==> src/logic/nvac_consts.svh <==
// Register offsets, field positions, reset values and timing constants of the access controller.
`ifndef NVAC_CONSTS_SVH
`define NVAC_CONSTS_SVH

// ************************************************************
// Register offsets (3-bit register port address)
// ************************************************************
`define NVAC_OFS_DATA_LOW   3'h0
`define NVAC_OFS_ADDR_LOW   3'h1
`define NVAC_OFS_DATA_HIGH  3'h2
`define NVAC_OFS_ADDR_HIGH  3'h3
`define NVAC_OFS_CONTROL    3'h4
`define NVAC_OFS_UNLOCK     3'h5

// ************************************************************
// Control register field positions
// ************************************************************
`define NVAC_BIT_SPACE      7
`define NVAC_BIT_ABORT      3
`define NVAC_BIT_ALLOW      2
`define NVAC_BIT_WSTART     1
`define NVAC_BIT_RSTART     0

// ************************************************************
// Reset values, unlock keys and timing
// ************************************************************
`define NVAC_RST_BYTE       8'h00
`define NVAC_KEY_FIRST      8'h55
`define NVAC_KEY_SECOND     8'hAA
`define NVAC_DATA_HIGH_MASK 8'h3F
`define NVAC_ADDR_HIGH_MASK 8'h0F
`define NVAC_PWRUP_MS       64
`define NVAC_CLK_KHZ        25000
`define NVAC_WRITE_CYCLES   32'd100000

`endif

==> src/logic/nvac_pkg.sv <==
// Types shared by the nonvolatile access controller.
package nvac_pkg;

    // Register port request from the core.
    typedef struct packed {
        logic [2:0] addr;
        logic [7:0] wdata;
        logic       wr;
        logic       rd;
    } nvac_req_t;

    // Write engine states.
    typedef enum logic [1:0] {
        NVAC_IDLE  = 2'b00,
        NVAC_ERASE = 2'b01,
        NVAC_PROG  = 2'b10
    } nvac_wstate_t;

    // Unlock sequence progress.
    typedef enum logic [1:0] {
        NVAC_LOCKED = 2'b00,
        NVAC_KEY1   = 2'b01,
        NVAC_KEY2   = 2'b10
    } nvac_unlock_t;

    // Program read pipeline states.
    typedef enum logic [1:0] {
        NVAC_PR_IDLE  = 2'b00,
        NVAC_PR_WAIT  = 2'b01,
        NVAC_PR_FETCH = 2'b10
    } nvac_pread_t;

endpackage

==> src/logic/nvac_data_mem.sv <==
// Byte-wide data array model with registered read data and erase-then-program writes.
`timescale 1ns/10ps
module nvac_data_mem
    import nvac_pkg::*;
#(
    parameter int AW = 8
) (
    // Clock.
    input  wire logic          sys_clk,
    // Access.
    input  wire logic [AW-1:0] addr,
    input  wire logic          erase,
    input  wire logic          prog,
    input  wire logic [7:0]    wdata,
    output logic [7:0]         rdata
);
    `include "nvac_consts.svh"

    logic [7:0] mem [0:(1<<AW)-1];

    // Erase leaves the cell all ones, programming stores the byte; read is registered.
    always_ff @(posedge sys_clk) begin
        if (erase) begin
            mem[addr] <= 8'hFF;
        end else if (prog) begin
            mem[addr] <= wdata;
        end
        rdata <= mem[addr];
    end

endmodule

==> src/logic/nvac_ctrl.sv <==
// Register-driven controller for data EEPROM byte access and program flash word reads.
//
// Strobed register access and the address map were left to the implementer.
`timescale 1ns/10ps
`include "nvac_consts.svh"
module nvac_ctrl
    import nvac_pkg::*;
#(
    parameter int DATA_AW       = 8,
    parameter int PROG_AW       = 12,
    parameter int WRITE_CYCLES  = `NVAC_WRITE_CYCLES,
    parameter int PWRUP_CYCLES  = `NVAC_PWRUP_MS * `NVAC_CLK_KHZ
) (
    // Clock and reset.
    input  wire logic         sys_clk,
    input  wire logic         srst,
    // Cause of the last reset, valid while srst is high.
    input  wire logic         power_on_reset,
    input  wire logic         external_master_reset,
    input  wire logic         watchdog_timer,
    input  wire logic         brownout_reset,
    // Register port.
    input  wire nvac_req_t    req,
    output logic [7:0]        rdata,
    // Program flash read port (word must stand while the strobe is high).
    output logic              prog_rd_reg,
    output logic [11:0]       prog_addr_reg,
    input  wire logic [13:0]  prog_word,
    // Core stall: the instruction in this cycle must be ignored.
    output logic              core_skip_reg,
    // Write-complete event to the interrupt flag register outside.
    output logic              write_done_flag
);

    // ************************************************************
    // Registers
    // ************************************************************
    logic [7:0]   data_low_reg;
    logic [7:0]   addr_low_reg;
    logic [5:0]   data_high_reg;
    logic [3:0]   addr_high_reg;
    logic         space_select_reg;
    logic         write_abort_flag_reg;
    logic         write_allow_reg;
    logic         wstart_reg;
    logic         rstart_reg;
    logic         done_reg;
    nvac_unlock_t unlock_reg;
    nvac_wstate_t wstate_reg;
    nvac_pread_t  pread_reg;
    // Counters are 32 bits so any parameter value fits.
    logic [31:0]  wcount_reg;
    logic [31:0]  pwrup_reg;
    logic         pwrup_busy_reg;
    logic         drd_reg;
    logic [7:0]   mem_rdata;
    logic         mem_erase;
    logic         mem_prog;

    // Decoded strobes.
    logic wr_ctl;
    logic wr_unlock;
    logic set_wstart;
    logic write_go;
    logic set_rstart;
    logic wr_done_now;

    // Decodes include the strobe, so an idle bus never matches.
    assign wr_ctl    = req.wr && (req.addr == `NVAC_OFS_CONTROL);
    assign wr_unlock = req.wr && (req.addr == `NVAC_OFS_UNLOCK);
    // Write start needs allow already set, data space, idle engine.
    assign set_wstart = wr_ctl && req.wdata[`NVAC_BIT_WSTART] && write_allow_reg
                        && !req.wdata[`NVAC_BIT_SPACE] && !space_select_reg && !wstart_reg;
    // A write really starts only after both keys and outside the power-up window.
    assign write_go   = set_wstart && (unlock_reg == NVAC_KEY2) && !pwrup_busy_reg;
    // A start that finds a read pending is dropped, so it cannot
    // restart the pipeline halfway.
    assign set_rstart = wr_ctl && req.wdata[`NVAC_BIT_RSTART] && !rstart_reg;
    // The last count, the program pulse and the flag share one edge.
    assign wr_done_now = (wstate_reg == NVAC_PROG) && (wcount_reg == 32'h0);

    // ************************************************************
    // Power-up timer
    // ************************************************************
    // Only a power-on reset restarts the timer; other resets leave it alone.
    // A pin or watchdog reset must not reopen the blocked window.
    always_ff @(posedge sys_clk) begin
        if (srst && power_on_reset) begin
            pwrup_reg      <= 32'(PWRUP_CYCLES);
            pwrup_busy_reg <= 1'b1;
        end else if (pwrup_reg != 32'h0) begin
            pwrup_reg      <= pwrup_reg - 32'h1;
        end else begin
            pwrup_busy_reg <= 1'b0;
        end
    end

    // ************************************************************
    // Unlock sequence tracker
    // ************************************************************
    // Any register access other than the expected next step rearms the lock.
    // Keys count only on the unlock port; a stray 55h elsewhere arms nothing.
    always_ff @(posedge sys_clk) begin
        if (srst) begin
            unlock_reg <= NVAC_LOCKED;
        end else if (wr_unlock && req.wdata == `NVAC_KEY_FIRST) begin
            unlock_reg <= NVAC_KEY1;
        end else if (wr_unlock && req.wdata == `NVAC_KEY_SECOND && unlock_reg == NVAC_KEY1) begin
            unlock_reg <= NVAC_KEY2;
        end else if (req.wr || req.rd) begin
            unlock_reg <= NVAC_LOCKED;
        end
    end

    // ************************************************************
    // Control register
    // ************************************************************
    // Abort flag survives all but a power-on reset so software can see a cut write afterwards.
    // Write allow is cleared by software or reset, never by the engine.
    always_ff @(posedge sys_clk) begin
        if (srst) begin
            space_select_reg <= 1'b0;
            wstart_reg       <= 1'b0;
            rstart_reg       <= 1'b0;
            if (power_on_reset) begin
                write_allow_reg      <= 1'b0;
                write_abort_flag_reg <= 1'b0;
            end else begin
                write_allow_reg <= 1'b0;
                if (wstate_reg != NVAC_IDLE && (external_master_reset || watchdog_timer
                                                || brownout_reset)) begin
                    write_abort_flag_reg <= 1'b1;
                end
            end
        end else begin
            if (wr_ctl) begin
                space_select_reg     <= req.wdata[`NVAC_BIT_SPACE];
                write_allow_reg      <= req.wdata[`NVAC_BIT_ALLOW];
                write_abort_flag_reg <= req.wdata[`NVAC_BIT_ABORT];
            end
            // Start bits: software may set, only hardware clears.
            if (write_go) begin
                wstart_reg <= 1'b1;
            end else if (wr_done_now) begin
                wstart_reg <= 1'b0;
            end
            if (set_rstart) begin
                rstart_reg <= 1'b1;
            end else if (drd_reg || pread_reg == NVAC_PR_FETCH) begin
                rstart_reg <= 1'b0;
            end
        end
    end

    // ************************************************************
    // Write engine: erase then program, timed by a counter
    // ************************************************************
    // Out of idle the engine watches only its counter; only a reset
    // can cut the write short; the abort flag records a pin, watchdog or brownout cut, and a power-on reset clears it.
    always_ff @(posedge sys_clk) begin
        if (srst) begin
            wstate_reg <= NVAC_IDLE;
            wcount_reg <= 32'h0;
            done_reg   <= 1'b0;
        end else begin
            done_reg <= wr_done_now;
            case (wstate_reg)
                NVAC_IDLE: begin
                    if (write_go) begin
                        wstate_reg <= NVAC_ERASE;
                    end
                end
                NVAC_ERASE: begin
                    wstate_reg <= NVAC_PROG;
                    wcount_reg <= 32'(WRITE_CYCLES);
                end
                NVAC_PROG: begin
                    // Write allow is not looked at here, so clearing it cannot stop us.
                    if (wcount_reg == 32'h0) begin
                        wstate_reg <= NVAC_IDLE;
                    end else begin
                        wcount_reg <= wcount_reg - 32'h1;
                    end
                end
                default: begin
                    wstate_reg <= NVAC_IDLE;
                end
            endcase
        end
    end

    // Array strobes decode registered state, so they cannot glitch.
    assign mem_erase = (wstate_reg == NVAC_ERASE);
    assign mem_prog  = wr_done_now;
    assign write_done_flag = done_reg;

    // ************************************************************
    // Data array
    // ************************************************************
    // Only the low address byte reaches the array.
    nvac_data_mem #(
        .AW (DATA_AW)
    ) u_mem (
        .sys_clk (sys_clk),
        .addr    (addr_low_reg),
        .erase   (mem_erase),
        .prog    (mem_prog),
        .wdata   (data_low_reg),
        .rdata   (mem_rdata)
    );

    // ************************************************************
    // Read engines
    // ************************************************************
    // Data read: the array is registered, so the byte is captured one cycle on.
    // Space comes from the written value, so one control write can
    // both point at a memory and start the read.
    always_ff @(posedge sys_clk) begin
        if (srst) begin
            drd_reg <= 1'b0;
        end else begin
            drd_reg <= set_rstart && !req.wdata[`NVAC_BIT_SPACE];
        end
    end

    // Program read: wait one cycle, fetch in the second and skip that instruction.
    // The flash answers while the strobe stands; the word is taken at its end.
    always_ff @(posedge sys_clk) begin
        if (srst) begin
            pread_reg     <= NVAC_PR_IDLE;
            prog_rd_reg   <= 1'b0;
            core_skip_reg <= 1'b0;
            prog_addr_reg <= 12'h000;
        end else begin
            prog_rd_reg   <= 1'b0;
            core_skip_reg <= 1'b0;
            case (pread_reg)
                NVAC_PR_IDLE: begin
                    if (set_rstart && req.wdata[`NVAC_BIT_SPACE]) begin
                        pread_reg <= NVAC_PR_WAIT;
                    end
                end
                NVAC_PR_WAIT: begin
                    pread_reg     <= NVAC_PR_FETCH;
                    prog_rd_reg   <= 1'b1;
                    core_skip_reg <= 1'b1;
                    prog_addr_reg <= {addr_high_reg, addr_low_reg};
                end
                NVAC_PR_FETCH: begin
                    pread_reg <= NVAC_PR_IDLE;
                end
                default: begin
                    pread_reg <= NVAC_PR_IDLE;
                end
            endcase
        end
    end

    // ************************************************************
    // Data and address registers
    // ************************************************************
    // A read result wins over a software write landing in the same cycle.
    // The losing write is dropped, so software must not write the data
    // registers while its own read is in flight.
    always_ff @(posedge sys_clk) begin
        if (srst) begin
            data_low_reg  <= `NVAC_RST_BYTE;
            data_high_reg <= 6'h00;
        end else if (drd_reg) begin
            data_low_reg <= mem_rdata;
        end else if (pread_reg == NVAC_PR_FETCH) begin
            data_low_reg  <= prog_word[7:0];
            data_high_reg <= prog_word[13:8];
        end else if (req.wr && req.addr == `NVAC_OFS_DATA_LOW) begin
            data_low_reg <= req.wdata;
        end else if (req.wr && req.addr == `NVAC_OFS_DATA_HIGH) begin
            data_high_reg <= req.wdata[5:0];
        end
    end

    // Address registers; the high one keeps only the flash bits.
    always_ff @(posedge sys_clk) begin
        if (srst) begin
            addr_low_reg  <= `NVAC_RST_BYTE;
            addr_high_reg <= 4'h0;
        end else if (req.wr && req.addr == `NVAC_OFS_ADDR_LOW) begin
            addr_low_reg <= req.wdata;
        end else if (req.wr && req.addr == `NVAC_OFS_ADDR_HIGH) begin
            addr_high_reg <= req.wdata[3:0];
        end
    end

    // ************************************************************
    // Read data path
    // ************************************************************
    // Unlock port and unmapped offsets return zero; unimplemented bits read zero.
    // Reads have no side effect here; only the unlock tracker sees them.
    always_ff @(posedge sys_clk) begin
        if (srst) begin
            rdata <= `NVAC_RST_BYTE;
        end else if (!req.rd) begin
            rdata <= `NVAC_RST_BYTE;
        end else if (req.addr == `NVAC_OFS_DATA_LOW) begin
            rdata <= data_low_reg;
        end else if (req.addr == `NVAC_OFS_ADDR_LOW) begin
            rdata <= addr_low_reg;
        end else if (req.addr == `NVAC_OFS_DATA_HIGH) begin
            rdata <= {2'b00, data_high_reg};
        end else if (req.addr == `NVAC_OFS_ADDR_HIGH) begin
            rdata <= {4'h0, addr_high_reg};
        end else if (req.addr == `NVAC_OFS_CONTROL) begin
            rdata <= {space_select_reg, 3'b000, write_abort_flag_reg,
                      write_allow_reg, wstart_reg, rstart_reg};
        end else begin
            rdata <= `NVAC_RST_BYTE;
        end
    end

endmodule

==> config.mk <==
export PLATFORM = sky130hd
export DESIGN_NAME = nvac_ctrl
export DESIGN_NICKNAME = d
export VERILOG_FILES = /design/src/logic/nvac_pkg.sv /design/src/logic/nvac_data_mem.sv /design/src/logic/nvac_ctrl.sv
export VERILOG_INCLUDE_DIRS = /design/src /design/src/logic
export SDC_FILE = /design/constraint.sdc
export NUM_CORES = 2
export LEC_CHECK = 0
export BUFFER_PORTS_ARGS = -buffer_cell sky130_fd_sc_hd__buf_2
export CORE_MARGIN = 2
export CORE_UTILIZATION = 44
export CTS_BUF_LIST = sky130_fd_sc_hd__clkbuf_8
export DETAILED_ROUTE_END_ITERATION = 10
export GPL_ROUTABILITY_DRIVEN = 0
export SLEW_MARGIN = 40
export SYNTH_ARGS = -nofsm -noshare
export SYNTH_HDL_FRONTEND = slang
export SYNTH_HIERARCHICAL = 1
export SYNTH_SLANG_ARGS = --single-unit
==> constraint.sdc <==
create_clock -name sys_clk -period 7.1 [get_ports sys_clk]
set_input_delay 2.13 -clock sys_clk [delete_from_list [all_inputs] [get_ports sys_clk]]
set_output_delay 2.13 -clock sys_clk [all_outputs]
set_load 0.005 [all_outputs]
==> impl_metrics.json <==
{
  "status": "complete, no violations",
  "start_util_pct": 44.3,
  "chipHeight_um": 442,
  "arrival_ns": 5.92,
  "cts.path.max_buffers": 4,
  "clk_latency_ns": 1.05,
  "area_growth_pct": 12.6,
  "grt_max_degree": 147,
  "holdPathEnd": "pwrup_busy_reg",
  "r2r_start": "wcount_reg[12]",
  "post-cts-setup-buffer-count": 0,
  "die-area_um2": 195000,
  "synth_enable_flop_cells": 2049,
  "r2r_cells": 9,
  "final_util_pct": 49.9,
  "leakage_nw": 34.2,
  "netlist_area_um2": 84400,
  "first_pass_iters": 6,
  "ys_ff_latch": 2181,
  "drc": 0,
  "tightest_slew_ns": 0.870,
  "min_path_type": "register to register",
  "die_w_um": 442,
  "slew-limit-headroom_pct": 41.4,
  "place_ws_ns": 1.93,
  "skew_ns": 0.0893,
  "hold_violations": 0,
  "synth.area.top_cells": "edfxtp_1 73%, mux4_2 14%, dfxtp_1 3.1%",
  "rows": 160,
  "dr.first_iter.drc_count": 5788,
  "cts_hold_buf": 0,
  "grt_overflow": 0,
  "final.setup.worst_slack_ns": 1.82,
  "synth_top_area_share_pct": 72.9,
  "tns_ns": 0,
  "grt_pass1_wl_um": 321000,
  "worst_hold_startpoint": "pwrup_busy_reg",
  "yosys.area.top_type": "edfxtp_1",
  "dp_hpwl_um": 131000,
  "multi_input_area_um2": 19400,
  "seq_area_um2": 64200,
  "io_pins": 56,
  "ys.flop_type": "edfxtp_1",
  "fill_cells": 15100,
  "largest_reg_flops": 2048,
  "cts_tree": "yes",
  "path_clk_slew_ns": 0.06,
  "final_nets": 4519,
  "finalCritPeriodShare_pct": 74.3,
  "postRouteAntennaNets": 0,
  "crit_path_end_kind": "register",
  "grt_usage_pct": 22.7,
  "async_flop_share_pct": 0,
  "antenna_found_initial": 4,
  "rsz0062_at_grt": "no",
  "r2r_slack_ns": 1.82,
  "drive_gt1_share_pct": 25.7,
  "syn_inst": 4242,
  "cp_max_fo": 12,
  "htreeDepth": 5,
  "routed_via_density": 6.03,
  "wirelength_um": 225000,
  "maxCapViolations": 0,
  "yosysUniqueCellTypes": 64,
  "period_minus_slack_ns": 5.28,
  "timing.rr.end": "u_mem/mem[10][1]",
  "fmax_ghz": 0.189,
  "required_ns": 7.75,
  "start_kind": "register",
  "final-setup-viol-count": 0,
  "holdWs_ns": 0.455,
  "hold_depth": 2,
  "port-buffer-count": 55,
  "vias": 43800,
  "post_cts_resize_count": 0,
  "yosysWarningCount": 6,
  "timing.final.max_slew_violations": 0,
  "peakVddDrop_uv": 218,
  "seq_area_frac_synth_pct": 76.0,
  "root_buffer": "clkbuf_8",
  "synth_fp_nets": 4279,
  "grt_pass1_vias": 43800,
  "powerDensity_nw_per_um2": 263,
  "cts.sinks": 2181,
  "cts_buffers": 360,
  "crit_type": "register to register",
  "fp.coreArea_um2": 190000,
  "syn_area_per_cell_um2": 19.9,
  "detail_route.wl_per_cell_um": 30.9
}
-- power by group --
| group | total [mW] | switching [mW] | internal [mW] |
|---|---|---|---|
| sequential | 13.9 | 0.0327 | 13.9 |
| clock | 10.7 | 4.95 | 5.75 |
| combinational | 0.394 | 0.249 | 0.145 |
| total | 25.0 | 5.23 | 19.8 |
-- cell usage in the layout, fill, tap and decap left out, drive strengths merged, types with 9 or more instances in the layout --
master,instances
nand2,99
inv,115
nor4,15
mux2i,50
nand4,14
clkinv,117
or3,31
edfxtp,2049
nand2b,20
bufinv,23
nand3,16
o21ai,25
nor2b,12
nor2,337
buf,153
clkinvlp,10
mux4,514
dfxtp,132
a22oi,256
o2111ai,10
clkbuf,378
a21oi,176
or4,23
nor3,22
o31ai,10
a211oi,9
o41ai,38
-- stage by stage --
| stage | instance area (um2) | total power, mW | instances |
|---|---|---|---|
| after floorplan | 84400 | 14.4 | 4242 |
| after global placement | 87600 | 14.6 | 6617 |
| after detailed placement | 88000 | 14.6 | 6627 |
| after CTS | 94900 | 25.2 | 7255 |
| after global routing | 95000 | 25.8 | 7264 |
| final | 95000 | 25.0 | 7266 |
-- cell usage after synthesis (all sizes together), types with 3 or more instances --
cell and instances:
edfxtp 2049, mux4 514, nor2 337, a22oi 256, clkbuf 189, a21oi 176
dfxtp 132, nand2 99, buf 86, mux2i 50, o41ai 38, or3 31
o21ai 25, or4 23, nor3 22, nand2b 20, nand3 16, nor4 15
inv 14, nand4 14, nor2b 12, o2111ai 10, o31ai 10, a211oi 9
a31oi 8, xor2 8, nor4b 6, or2 6, a2111o 5, a2111oi 4
ha 4, nand3b 4, o211ai 4, o311ai 4, and2 3, and4 3
nor3b 3, nor4bb 3, o21a 3
-- cell families (layout without fill, tap and decap cells) --
group	after synthesis	count (layout)	synth area share, %
adder cells (fa/ha/maj)	4	4	0.0593
XOR/XNOR	8	8	0.0830
flip-flops	2181	2181	76.0
AND/OR/NAND/NOR	627	627	3.42
multiplexers	564	564	14.3
AO/OA/AOI/OAI	568	568	4.59
buffers and inverters	290	796	1.50
other	0	7	0
-- critical path: stages, from the launching register on --
cell     delay, ns
dfxtp_1       0.34
or4_1         0.66
or4_1         0.76
or4b_1        0.64
inv_1         0.11
nor2_1        0.17
nor3b_1       0.76
nand2_2       0.42
buf_4         0.43
nor2_1        0.58
-- layout make-up --
cell class / count / area share (%)
inverters: 15 / 0.0593
repair buffers: 153 / 1.49
flip-flops and latches: 2181 / 67.5
clock buffers: 378 / 5.47
clock inverters: 250 / 1.74
diodes: 7 / 0.0184
well taps: 2511 / 3.31
multi-input cells: 1771 / 20.4
-- worst max path at each step --
stage / cells past startpoint / from / to
floorplan: 8 / wcount_reg[12] / u_mem/mem[0][7]
detailed placement: 9 / wcount_reg[12] / u_mem/mem[202][6]
global placement: 8 / wcount_reg[12] / u_mem/mem[77][6]
global route: 9 / wcount_reg[12] / u_mem/mem[234][4]
finish: 9 / wcount_reg[12] / u_mem/mem[10][1]
CTS: 9 / wcount_reg[12] / u_mem/mem[10][4]
-- routing by layer --
layer / track usage (%) / wire (um) / up-vias
li1: - / - / 18200
met1: 32.0 / 92100 / 23000
met2: 35.0 / 105000 / 2271
met3: 5.49 / 21000 / 397
met4: 7.13 / 6430 / 4
met5: 0 / 144 / -
No activity file was read; power rests on OpenSTA's default activity.
